### src/link_irq_pkg.sv
// Constants, types and register map of the link interrupt register group
//
// Functional notes
// - Eight-bit mask, reset zero, gates status bits.
// - Status bits clear on write one only.
// - Bit 7 sets on port 1/2 analog change.
// - Bit 2 sets on port 3 change.
// - Bit 1 sets on port 2 analog change.
// - Bit 0 sets on port 1 change.
// - Enabled pause-off limit requests invalidation after 160ms.
// - Regulator control bit 6 disables internal regulator.
// - Six bits enable default tag insertion per path.
package link_irq_pkg;

  // ******************************************************************
  // Register map
  // ******************************************************************
  localparam logic [7:0] IRQ_MASK_ADDR    = 8'hbb;
  localparam logic [7:0] LINK_STATUS_ADDR = 8'hbc;
  localparam logic [7:0] PAUSE_LIMIT_ADDR = 8'hbd;
  localparam logic [7:0] FIBER_THR_ADDR   = 8'hc0;
  localparam logic [7:0] REGULATOR_ADDR   = 8'hc1;
  localparam logic [7:0] VLAN_INS_ADDR    = 8'hc2;

  // ******************************************************************
  // Field layout and reset values
  // ******************************************************************
  localparam int         ST_P12_BIT       = 7;
  localparam int         ST_P3_BIT        = 2;
  localparam int         ST_P2_BIT        = 1;
  localparam int         ST_P1_BIT        = 0;
  localparam logic [7:0] STATUS_USED_MASK = 8'h87;
  localparam logic [7:0] FIBER_USED_MASK  = 8'hc0;
  localparam logic [7:0] REG_USED_MASK    = 8'h40;
  localparam logic [7:0] VLAN_USED_MASK   = 8'h3f;
  localparam logic [7:0] REG_RESET        = 8'h00;

  // ******************************************************************
  // Timing
  // ******************************************************************
  localparam int CLK_PERIOD_NS  = 100;
  localparam int PAUSE_LIMIT_MS = 160;
  localparam int PAUSE_LIMIT_CYC =
    (PAUSE_LIMIT_MS * 1000000) / CLK_PERIOD_NS;
  localparam int PCNT_W = 21;

  // ******************************************************************
  // Carriers
  // ******************************************************************
  typedef struct packed {
    logic       wr;
    logic       rd;
    logic [7:0] addr;
    logic [7:0] wdata;
  } reg_req_s;

  typedef struct packed {
    logic p1_analog;
    logic p1_mii;
    logic p2_analog;
    logic p3_mii;
  } link_events_s;

  typedef enum logic [1:0] {
    PAUSE_IDLE  = 2'b00,
    PAUSE_COUNT = 2'b01,
    PAUSE_DONE  = 2'b11
  } pause_state_e;

  typedef struct packed {
    logic [7:0]        mask;
    logic [7:0]        status;
    logic [7:0]        pause_en;
    logic [7:0]        fiber;
    logic [7:0]        regulator;
    logic [7:0]        vlan;
    logic [7:0]        rdata;
    pause_state_e      pstate;
    logic [PCNT_W-1:0] pcnt;
    logic              invalidate;
  } state_s;

endpackage : link_irq_pkg

### src/link_irq_regs.sv
// Link interrupt, pause limit and misc control register group
module link_irq_regs
  import link_irq_pkg::*;
(
  input  wire logic         clk_i,
  input  wire logic         reset_i,
  input  wire reg_req_s     req_i,
  input  wire link_events_s link_ev_i,
  input  wire logic         pause_active_i,
  output logic [7:0]        rdata_o,
  output logic              link_irq_out_n,
  output logic              pause_invalidate_o,
  output logic              p2_fiber_thr_high_o,
  output logic              p1_fiber_thr_high_o,
  output logic              regulator_disable_o,
  output logic [5:0]        ingress_origin_insert_o
);

  state_s st_r;
  state_s st_nxt;
  logic [7:0] set_vec;

  // ******************************************************************
  // Read decode
  // ******************************************************************
  // Unmapped addresses read zero so a probe of a hole is harmless
  function automatic logic [7:0] read_mux(input state_s     s,
                                          input logic [7:0] a);
    logic [7:0] v;
    case (a)
      IRQ_MASK_ADDR:    v = s.mask;
      LINK_STATUS_ADDR: v = s.status;
      PAUSE_LIMIT_ADDR: v = s.pause_en;
      FIBER_THR_ADDR:   v = s.fiber;
      REGULATOR_ADDR:   v = s.regulator;
      VLAN_INS_ADDR:    v = s.vlan;
      default:          v = 8'h00;
    endcase
    return v;
  endfunction

  // ******************************************************************
  // Next state
  // ******************************************************************
  // Set bits are ORed after the clear so a same-cycle event wins
  always_comb
  begin
    set_vec = 8'h00;
    set_vec[ST_P12_BIT] = link_ev_i.p1_analog | link_ev_i.p2_analog;
    set_vec[ST_P3_BIT]  = link_ev_i.p3_mii;
    set_vec[ST_P2_BIT]  = link_ev_i.p2_analog;
    set_vec[ST_P1_BIT]  = link_ev_i.p1_analog | link_ev_i.p1_mii;
    st_nxt = st_r;
    st_nxt.invalidate = 1'b0;
    if (req_i.wr)
    begin
      case (req_i.addr)
        IRQ_MASK_ADDR:
          st_nxt.mask = req_i.wdata;
        LINK_STATUS_ADDR:
          st_nxt.status = st_r.status & ~req_i.wdata;
        PAUSE_LIMIT_ADDR:
          st_nxt.pause_en = req_i.wdata;
        FIBER_THR_ADDR:
          st_nxt.fiber = req_i.wdata & FIBER_USED_MASK;
        REGULATOR_ADDR:
          st_nxt.regulator = req_i.wdata & REG_USED_MASK;
        VLAN_INS_ADDR:
          st_nxt.vlan = req_i.wdata & VLAN_USED_MASK;
        default:
          st_nxt.mask = st_r.mask;
      endcase
    end
    // Reserved status bits can never be set, so they always read zero
    st_nxt.status = st_nxt.status | (set_vec & STATUS_USED_MASK);

    // Read data registered; it holds until the next read strobe
    if (req_i.rd)
      st_nxt.rdata = read_mux(st_r, req_i.addr);

    // Pause limit timer: restarts whenever pause drops or enable clears
    case (st_r.pstate)
      PAUSE_IDLE:
      begin
        st_nxt.pcnt = '0;
        if (st_r.pause_en[0] && pause_active_i)
          st_nxt.pstate = PAUSE_COUNT;
      end
      PAUSE_COUNT:
      begin
        if (!st_r.pause_en[0] || !pause_active_i)
          st_nxt.pstate = PAUSE_IDLE;
        else if (st_r.pcnt == PCNT_W'(PAUSE_LIMIT_CYC - 2))
        begin
          st_nxt.invalidate = 1'b1;
          st_nxt.pstate = PAUSE_DONE;
        end
        else
          st_nxt.pcnt = st_r.pcnt + PCNT_W'(1);
      end
      PAUSE_DONE:
      begin
        // One request per pause episode
        if (!st_r.pause_en[0] || !pause_active_i)
          st_nxt.pstate = PAUSE_IDLE;
      end
      default: st_nxt.pstate = PAUSE_IDLE;
    endcase
  end

  // ******************************************************************
  // State register
  // ******************************************************************
  always_ff @(posedge clk_i)
  begin
    if (reset_i)
    begin
      st_r <= '0;
      st_r.mask <= REG_RESET;
    end
    else
      st_r <= st_nxt;
  end

  // Outputs
  assign rdata_o                 = st_r.rdata;
  assign link_irq_out_n          = ~|(st_r.status & st_r.mask);
  assign pause_invalidate_o      = st_r.invalidate;
  assign p2_fiber_thr_high_o     = st_r.fiber[7];
  assign p1_fiber_thr_high_o     = st_r.fiber[6];
  assign regulator_disable_o     = st_r.regulator[6];
  assign ingress_origin_insert_o = st_r.vlan[5:0];
endmodule // link_irq_regs

### config.mk
export PLATFORM = sky130hd
export DESIGN_NAME = link_irq_regs
export DESIGN_NICKNAME = d
export VERILOG_FILES = /design/src/link_irq_pkg.sv /design/src/link_irq_regs.sv
export SDC_FILE = /design/constraint.sdc
export NUM_CORES = 1
export LEC_CHECK = 0
export ABC_AREA = 1
export BUFFER_PORTS_ARGS = -buffer_cell sky130_fd_sc_hd__buf_4
export CAP_MARGIN = 20
export CORE_MARGIN = 4
export CORE_UTILIZATION = 23
export CTS_BUF_LIST = sky130_fd_sc_hd__clkbuf_4
export DETAILED_ROUTE_END_ITERATION = 8
export PLACE_DENSITY = 0.43
export SKIP_CTS_REPAIR_TIMING = 1
export SYNTH_ARGS = -nofsm -noshare
export SYNTH_HDL_FRONTEND = slang
export SYNTH_SLANG_ARGS = --single-unit
### constraint.sdc
create_clock -name clk_i -period 1.9 [get_ports clk_i]
set_clock_uncertainty 0.05 [all_clocks]
set_input_delay 0.095 -clock clk_i [delete_from_list [all_inputs] [get_ports clk_i]]
set_output_delay 0.095 -clock clk_i [all_outputs]
set_load 0.01 [all_outputs]
==> flow_summary.yaml, run 1 <==
sta:
  relSlewSlack: 0.717
  fin_tns_setup_ns: 0
  rsz0062_at_grt: "no"
  fin_crit_sh: 0.935
  worstMarginPinSlew_ns: 0.424
  fin_hold_ws_ns: 0.0965
  min_period_ns: 1.78
  max_freq_mhz: 563
  setup_viol_count_final: 0
  drv_slew: 0
  hold_violations: 0
setup_path:
  crit_start: "link_ev_i[2]"
  end_kind: "flop"
  r2r_cells: 10
  reg2reg_slack_ns: 0.21
  required_ns: 2.18
  cp_data_arrival_time_ns: 2.06
  endpoint: "st_r[64]$_SDFF_PP0_"
  setup.worst_path.start_class: "input port"
  crit_fanout: 1
  critPathKind: "in -> reg"
  timing.rr.end: "st_r[15]$_SDFFE_PP0P_"
  r2r_start: "st_r[1]$_SDFFE_PP0P_"
floorplan:
  rows: 45
  pin_count: 44
  die_w_um: 133
  core_region_area_um2: 15300
  initial_core_util: 0.235
  die-area_um2: 17700
  die_y_um: 133
routing:
  drt_first_pass_iters: 4
  via_count: 3543
  routedWlPerCell_um: 13.4
  drc_errors: 0
  drt_iter0_markers: 117
  wl_mm: 10.7
  detail-route-antenna-nets: 0
  via_per_inst: 4.45
placed_design:
  dp_cells: 761
  numPortBuffers: 43
  place_area_um2: 4060
  gp_congestion: 0.812
  dpl.hpwl_mm: 7.91
clocking:
  clockRootBuffer: "clkbuf_4"
  cts_sinks: 65
  clockBufferDepth: 2
  clk_latency_ns: 0.43
  cts_buffers: 9
  htreeDepth: 3
  clk_pin_slew_ns: 0.12
  cts_tree: "yes"
synth:
  ys_async_sr_fraction: 0
  synth.yosys.seq_area_share: 0.363
  ys_types: 34
  synth_common_cells: "nand2_1 (102), nand3_1 (72), dfxtp_1 (65)"
  syn_area_um2: 3590
  synth_cells: 526
  synth_nets: 553
  synth-edff-count: 0
  ys.flop_type: "dfxtp_1"
  yosysWarnings: 0
  synth_area_per_cell_um2: 6.82
  ys_seq_elements: 65
  synth_most_common_cell: "nand2_1"
  synth_top_area_share: 0.363
  synth_area_leaders: "dfxtp_1 (36%), nand2_1 (11%), nand3_1 (10%)"
  synth_largest_area_cell: "dfxtp_1"
cells_and_area:
  final_cells: 797
  finalNetCount: 608
  regArea_um2: 1300
  postLayoutCoreUtil: 0.288
  antenna_cells: 0
  drive_above_1_share: 0.171
  nFillCells: 1707
  areaGrowthSynthToFinish_pct: 22.6
  multi_input_area_um2: 1860
  fin_area_um2: 4400
pwr:
  p_per_area_nw_per_um2: 569
  vdd_drop_max_mv: 0.302
  p_leak_nw: 1.63
run:
  cap_violations: 0
grt:
  grt_pass1_vias: 3486
  grt_max_degree: 35
  grtUsageTotal: 0.125
  grt_overflow: 0
  grt_pass1_wl_mm: 17.9
  antenna_found_initial: 0
hold_path:
  worstHoldPathType: "in -> reg"
run_status:
  status: "completed"
-- metal layers --
metal / wire length (um) / global-route usage / share of wire / vias up
li1: - / - / - / 1840
met4: 109 / 0.0294 / 0.010 / 0
met3: 312 / 0.0308 / 0.029 / 10
met2: 5270 / 0.216 / 0.49 / 51
met5: 0 / 0 / 0 / -
met1: 4970 / 0.156 / 0.47 / 1642
-- report_power, final --
| part | internal, mW | leakage, nW | total, mW | switching, mW |
|---|---|---|---|---|
| Sequential | 1.37 | 0.525 | 1.38 | 0.00615 |
| Clock | 0.407 | 0.0698 | 0.948 | 0.541 |
| Combinational | 0.0838 | 1.04 | 0.181 | 0.0977 |
-- state kept, by name (all words and copies together), names as in the netlist --
name	count
ingress_origin_insert_o	6
p1_fiber_thr_high_o	1
p2_fiber_thr_high_o	1
pause_invalidate_o	1
rdata_o	8
regulator_disable_o	1
st_r	47
-- kinds of logic after synthesis --
| family | after synthesis | synth area share |
|---|---|---|
| flip-flops | 65 | 0.363 |
| XOR/XNOR | 2 | 0.00488 |
| adder cells (fa/ha/maj) | 2 | 0.00697 |
| AO/OA/AOI/OAI | 104 | 0.152 |
| AND/OR/NAND/NOR | 260 | 0.352 |
| buffers and inverters | 93 | 0.122 |
-- stage by stage --
stage | power [mW] | setup slack [ns]
finish | 2.50 | 0.124
global route | 2.62 | 0.0372
CTS | 2.52 | 0.122
detailed placement | 1.56 | 0.158
global placement | 1.56 | 0.244
floorplan | 1.47 | 0.354
-- worst max-delay path: stages --
cell           delay, ns
dlygate4sd3_1       0.55
buf_4               0.13
nor2_1              0.09
dlygate4sd3_1       0.56
a21oi_1             0.06
dlygate4sd3_1       0.57
-- worst min path at each step --
stage                                            end  depth (start not counted)  slack (ns)         start
global route        regulator_disable_o$_SDFFE_PP0P_                          5        0.08     req_i[13]
detailed placement               st_r[65]$_SDFF_PP0_                          3        0.27  link_ev_i[1]
finish              regulator_disable_o$_SDFFE_PP0P_                          5         0.1     req_i[13]
global placement                 st_r[66]$_SDFF_PP0_                          3        0.26  link_ev_i[0]
CTS                            st_r[70]$_SDFFE_PP0P_                          2       -0.22      req_i[6]
floorplan                      st_r[70]$_SDFFE_PP0P_                          1        0.14      req_i[6]
-- cells in the final DEF, fill, tap and decap left out --
| master | count |
|---|---|
| ha_1 | 2 |
| inv_1 | 59 |
| clkinv_1 | 2 |
| nand3_1 | 72 |
| nor3_4 | 2 |
| nor3_2 | 2 |
| nand4_1 | 9 |
| nand3_2 | 4 |
| nor4_1 | 1 |
| xnor2_1 | 1 |
| buf_4 | 55 |
| nand2_4 | 1 |
| o2111ai_1 | 2 |
| nor2_1 | 44 |
| o21ai_0 | 22 |
| or2_2 | 5 |
| clkinv_2 | 2 |
| nand3b_1 | 1 |
| a21oi_1 | 54 |
| o21ai_1 | 19 |
| o21bai_1 | 2 |
| bufinv_16 | 1 |
| nand3_4 | 1 |
| nor2_2 | 1 |
| nor2_4 | 8 |
| a21o_1 | 1 |
| dlygate4sd3_1 | 20 |
| xor2_1 | 1 |
| clkbuf_4 | 10 |
| nand2_2 | 4 |
| dfxtp_1 | 65 |
| inv_2 | 2 |
| nor3_1 | 3 |
| clkinvlp_4 | 2 |
| a211oi_1 | 4 |
| nand2_1 | 102 |
-- cell type report --
cell class | instances | share of cell area
multi-input combinational | 368 | 0.422
sequential | 65 | 0.296
timing repair buffer | 75 | 0.139
tap | 211 | 0.0600
inverter | 62 | 0.0529
clock buffer | 10 | 0.0171
clock inverter | 6 | 0.0134
Note: power is estimated with default switching activity, not from simulation.
==> run 2: changes to the inputs <==
- ABC_AREA: 1 -> not set
- SLEW_MARGIN: not set -> 20
==> run 2 against run 1 <==
Compared with the run above: final cell count is 20% lower; utilization is 1.6 points higher; via count is 14% lower; clock power is 0.5% lower; critical path depth stayed put; register-to-register slack worse by 0.09 ns; fmax is 0.25% lower; die area is 8.9% lower; synthesized area is 9.5% lower; worst hold slack worse by 0.061 ns; synthesized cell count is 28% lower; global-route usage is 0.52 points lower; largest cell class unchanged; largest power group unchanged; highest routed layer unchanged.
==> flow_summary.yaml, run 2 <==
grt:
  grt_pass1_wl_mm: 15.4
  grt_overflow: 0
  grt_pass1_vias: 2864
  grtUsageTotal: 0.120
  antenna_found_initial: 1
  grt_max_degree: 38
setup_path:
  slowest_stage: "dfxtp_1"
  worstPathCellList: "inv_1 > ha_1 > nor3b_2 > and4_1 > a21o_1 > o41ai_1"
  cpPeakStageDelay_ns: 0.37
  cp_data_arrival_time_ns: 2.06
  required_ns: 2.18
  crit_fanout: 5
  crit_start: "st_r[1]$_SDFFE_PP0P_"
  r2r_start: "st_r[1]$_SDFFE_PP0P_"
  end_kind: "flop"
  setup.worst_path.start_class: "flop"
  reg2reg_slack_ns: 0.12
  critPathKind: "reg -> reg"
synth:
  synth_xor_area_frac: 0
  ys_async_sr_fraction: 0
  synth_cells: 378
  ys.flop_type: "dfxtp_1"
  synth_compound_area_frac: 0.199
  synth-edff-count: 0
  synth.yosys.seq_area_share: 0.401
  yosys.area_share.simple: 0.237
  yosysWarnings: 0
  synth_area_leaders: "dfxtp_1 (40%), mux2i_1 (8.3%), nand2_1 (4.7%)"
  synth_nets: 405
  synth_largest_area_cell: "dfxtp_1"
  syn_area_um2: 3250
  synth_area_per_cell_um2: 8.59
  yosys.area_share.adder: 0.00770
  synth_common_cells: "dfxtp_1 (65), nand2_1 (41), nor2_1 (38)"
  ys_seq_elements: 65
  synth_top_family_by_area: "simple AND/OR/NAND/NOR gates"
  synth_top_area_share: 0.401
  synth_most_common_cell: "dfxtp_1"
  ys_types: 55
  synthMuxAreaShare: 0.0832
floorplan:
  die-area_um2: 16100
  initial_core_util: 0.234
  core_region_area_um2: 13900
  die_y_um: 127
  die_w_um: 127
  pin_count: 44
  rows: 43
cells_and_area:
  postLayoutCoreUtil: 0.304
  final_common_cell: "buf_4"
  final_cells: 638
  fin_area_um2: 4220
  nFillCells: 1499
  finalNetCount: 480
  drive_above_1_share: 0.230
  largest_reg_flops: 47
  final_cell_mix: "buf_4 (75), dfxtp_1 (64), nand2_1 (41), nor2_1 (38), mux2i_1 (27)"
  areaGrowthSynthToFinish_pct: 30.0
  largest-register: "st_r"
clocking:
  clk_latency_ns: 0.43
  htreeDepth: 3
  cts_buffers: 9
  clk_pin_slew_ns: 0.12
  clockBufferDepth: 2
  cts_tree: "yes"
  clockRootBuffer: "clkbuf_4"
  cts_sinks: 65
sta:
  rsz0062_at_grt: "no"
  fin_tns_setup_ns: 0
  min_period_ns: 1.78
  max_freq_mhz: 562
  drv_slew: 0
  fin_crit_sh: 0.937
  relSlewSlack: 0.691
  setup_viol_count_final: 0
  hold_violations: 0
  worstMarginPinSlew_ns: 0.459
run:
  cap_violations: 0
run_status:
  status: "completed"
routing:
  detail-route-antenna-nets: 0
  drc_errors: 0
  via_count: 3043
  drt_iter0_markers: 253
  drt_first_pass_iters: 4
  routedWlPerCell_um: 14.8
  via_per_inst: 4.77
  wl_mm: 9.47
hold_path:
  worstHoldStart: "req_i[9]"
  worstHoldPathType: "in -> reg"
placed_design:
  gp_congestion: 0.855
  dpl.hpwl_mm: 7.00
  numPortBuffers: 43
  place_area_um2: 3830
  dp_cells: 599
pwr:
  vdd_drop_max_mv: 0.214
  p_leak_nw: 1.65
  p_per_area_nw_per_um2: 599
  power_switching_mw: 0.655
  combPwrFrac: 0.078
  sw_frac_of_total: 0.259
  pwr-share-seq: 0.549
  p_int_mw: 1.87
  p_clk_frac: 0.373
run 2: cells by family (layout without fill, tap and decap cells):
kind of cell,count (synthesis),count (layout)
AOI/OAI and AO/OA,96,96
adders and majority gates,2,2
buffers and inverters,41,120
DFF,65,65
muxes,27,27
other,0,1
and+or+nand+nor,147,147
run 2: final cells by class:
type                            count  area, um^2  area share
Clock buffer                        9        67.6      0.0160
Antenna cell                        1        2.50    0.000593
Inverter                            7        26.3     0.00622
Multi-Input combinational cell    272        1730       0.409
Tap cell                          180         225      0.0533
Clock inverter                      6        67.6      0.0160
Sequential cell                    65        1300       0.309
Timing Repair Buffer               98         805       0.191
run 2: layer usage:
metal,global-route usage,up-vias,wire (um),share of wire
met1,0.177,1439,4910,0.52
met4,0.0379,0,106,0.011
met3,0.0261,7,425,0.045
met2,0.172,54,4030,0.43
met5,0,-,0,0
li1,-,1543,-,-
run 2: power groups by stage:
stage | Clock [mW] | Combinational [mW] | Sequential, mW
after floorplan | 0 | 0.0896 | 1.41
after global placement | 0 | 0.166 | 1.42
after detailed placement | 0 | 0.166 | 1.42
after CTS | 0.985 | 0.167 | 1.39
after global routing | 1.04 | 0.216 | 1.39
final | 0.943 | 0.196 | 1.39
run 2: final timing paths:
| kind | to | depth (start not counted) |
|---|---|---|
| max | st_r[12]$_SDFFE_PP0P_ | 6 |
| min | regulator_disable_o$_SDFFE_PP0P_ | 4 |
| min reg2reg | st_r[67]$_SDFFE_PP0P_ | 2 |
| max reg2reg | st_r[12]$_SDFFE_PP0P_ | 6 |
run 2: stage by stage:
stage	power (mW)	setup WS, ns	hold WS (ns)
floorplan	1.50	0.204	0.132
global placement	1.59	0.0660	0.255
detailed placement	1.59	-0.0628	0.266
CTS	2.54	-0.0801	-0.215
global route	2.65	0.00194	0.0184
finish	2.53	0.119	0.0355
run 2: critical path: cells and delay by family (launching register included):
family	cells	cell delay (ns)
buf+inv	1	0.05
flops	1	0.37
compound gates	2	0.63
fa+ha+maj	1	0.20
simple gates	2	0.40
==> run 3: changes to the inputs <==
- SETUP_SLACK_MARGIN: not set -> 0.5
==> run 3 against run 2 <==
Compared with the run above: the run now ends with negative hold slack left; critical path type unchanged; utilization rose by 0.58 points; fmax rose by 1.3%; die area did not move; worst setup slack improved by 0.022 ns.
==> flow_summary.yaml, run 3 (synthesis results as in run 2) <==
run_status:
  status: "finished, violations left"
  violations: "negative hold slack"
grt:
  gr-max-usage-layer: "met1"
  antenna_found_initial: 1
  grt_pass1_wl_mm: 14.9
  grt_overflow: 0
  grt_use_met2: 0.158
  grtUsageTotal: 0.116
  grt_max_degree: 38
  use_met3: 0.0248
  grt_pass1_vias: 2752
  grt_use_met1: 0.177
setup_path:
  crit_start: "st_r[1]$_SDFFE_PP0P_"
  timing.rr.end: "st_r[18]$_SDFFE_PP0P_"
  required_ns: 2.19
  critPathTopFamily: "compound AO/OA/AOI/OAI gates"
  critPathKind: "reg -> reg"
  setup.worst_path.start_class: "flop"
  slowest_stage: "dfxtp_4"
  end_kind: "flop"
  endpoint: "st_r[18]$_SDFFE_PP0P_"
  r2r_cells: 8
  cp_common_cell: "a31oi_1"
  crit_fanout: 7
  cpPeakStageDelay_ns: 0.39
  reg2reg_slack_ns: 0.14
  worstSetupPathDepth: 8
  r2r_start: "st_r[1]$_SDFFE_PP0P_"
  cp_num_buf_inv: 2
  cp_data_arrival_time_ns: 2.05
  worstPathCellList: "inv_2 > ha_1 > nor3b_2 > and4_2 > a21oi_4 > buf_4 > a31oi_1 > a31oi_1"
pwr:
  combPwrFrac: 0.068
  p_per_area_nw_per_um2: 643
  vdd_drop_max_mv: 0.289
  p_int_mw: 2.12
  power_mw: 2.77
  pwr-share-seq: 0.500
  sw_frac_of_total: 0.235
  p_leak_nw: 1.68
  p_clk_frac: 0.431
  power_switching_mw: 0.649
run:
  cap_violations: 0
hold_path:
  worstHoldPathType: "in -> reg"
floorplan:
  rows: 43
  die-area_um2: 16100
  core_region_area_um2: 13900
  die_y_um: 127
  initial_core_util: 0.234
  die_w_um: 127
  pin_count: 44
clocking:
  cts_tree: "yes"
  cts_sinks: 65
  clockRootBuffer: "clkbuf_4"
  cts_buffers: 9
  clockBufferDepth: 2
  htreeDepth: 3
  clk_latency_ns: 0.42
  clk_pin_slew_ns: 0.12
routing:
  drc_errors: 0
  via_count: 2989
  routedWlPerCell_um: 14.9
  via_per_inst: 4.74
  drt_first_pass_iters: 5
  drt_iter0_markers: 102
  detail-route-antenna-nets: 0
  wl_mm: 9.39
cells_and_area:
  nFillCells: 1498
  regArea_um2: 1330
  multi_input_area_um2: 1810
  areaGrowthSynthToFinish_pct: 32.4
  final_common_cell: "buf_4"
  largest_reg_flops: 47
  largest-register: "st_r"
  finalNetCount: 472
  final_cell_mix: "buf_4 (70), dfxtp_1 (49), nand2_1 (40), nor2_1 (38), mux2i_1 (27)"
  drive_above_1_share: 0.296
sta:
  fin_hold_ws_ns: -0.138
  fin_crit_sh: 0.926
  setup_viol_count_final: 0
  worstMarginPinSlew_ns: 0.498
  fin_tns_setup_ns: 0
  min_period_ns: 1.76
  rsz0062_at_grt: "yes"
  hold_violations: 7
  timing.final.ws_setup_ns: 0.141
  relSlewSlack: 0.667
  max_freq_mhz: 569
  drv_slew: 0
placed_design:
  dpl.hpwl_mm: 6.81
  numPortBuffers: 43
  gp_congestion: 0.731
  dp_slack_ns: 0.129
-- run 3: changes by cell type in the layout (fill, tap and decap cells not counted), sizes merged --
cell and delta:
bufinv +2, buf -1, inv -1, dlygate4sd3 -7, clkinvlp -2, clkinv +1
-- run 3: area by class of cell --
type,instances,area share
Multi-Input combinational cell,272,0.421
Sequential cell,65,0.309
Timing Repair Buffer,90,0.170
Tap cell,180,0.0524
Clock inverter,6,0.0250
Clock buffer,9,0.0157
Inverter,7,0.00611
Antenna cell,1,0.000582
-- run 3: per-stage QoR --
stage                     hold WS [ns]   util  area (um^2)  cells
final                           -0.138  0.310         4300    630
after CTS                       -0.200  0.290         4030    612
after detailed placement         0.264  0.277         3850    597
after floorplan                  0.132      -         3290    378
after global routing            -0.141  0.310         4300    630
after global placement           0.253  0.277         3850    597
-- run 3: worst min-delay path by stage --
stage                                       end         start  cells past startpoint
final                     st_r[11]$_SDFFE_PP0P_       reset_i                      2
after global routing       st_r[8]$_SDFFE_PP0P_       reset_i                      2
after CTS                   st_r[64]$_SDFF_PP0_  link_ev_i[2]                      3
after detailed placement    st_r[66]$_SDFF_PP0_  link_ev_i[0]                      3
after global placement      st_r[66]$_SDFF_PP0_  link_ev_i[0]                      3
after floorplan           st_r[67]$_SDFFE_PP0P_      req_i[3]                      1
-- run 3: per-layer routing --
layer / share of wire / wire (um)
met1: 0.53 / 4960
met2: 0.42 / 3920
met3: 0.044 / 411
met4: 0.011 / 99
met5: 0 / 0
-- run 3: worst register-to-register path: stages, from the launching register on --
cell	delay [ns]
dfxtp_4	0.39
inv_2	0.03
ha_1	0.18
nor3b_2	0.16
and4_2	0.25
a21oi_4	0.28
buf_4	0.17
a31oi_1	0.06
a31oi_1	0.13
-- run 3: power by group through the flow --
stage	Sequential [mW]	Clock, mW	Combinational [mW]
finish	1.38	1.19	0.189
detailed placement	1.42	0	0.166
CTS	1.39	1.23	0.167
global placement	1.42	0	0.166
floorplan	1.41	0	0.0900
global route	1.39	1.28	0.209
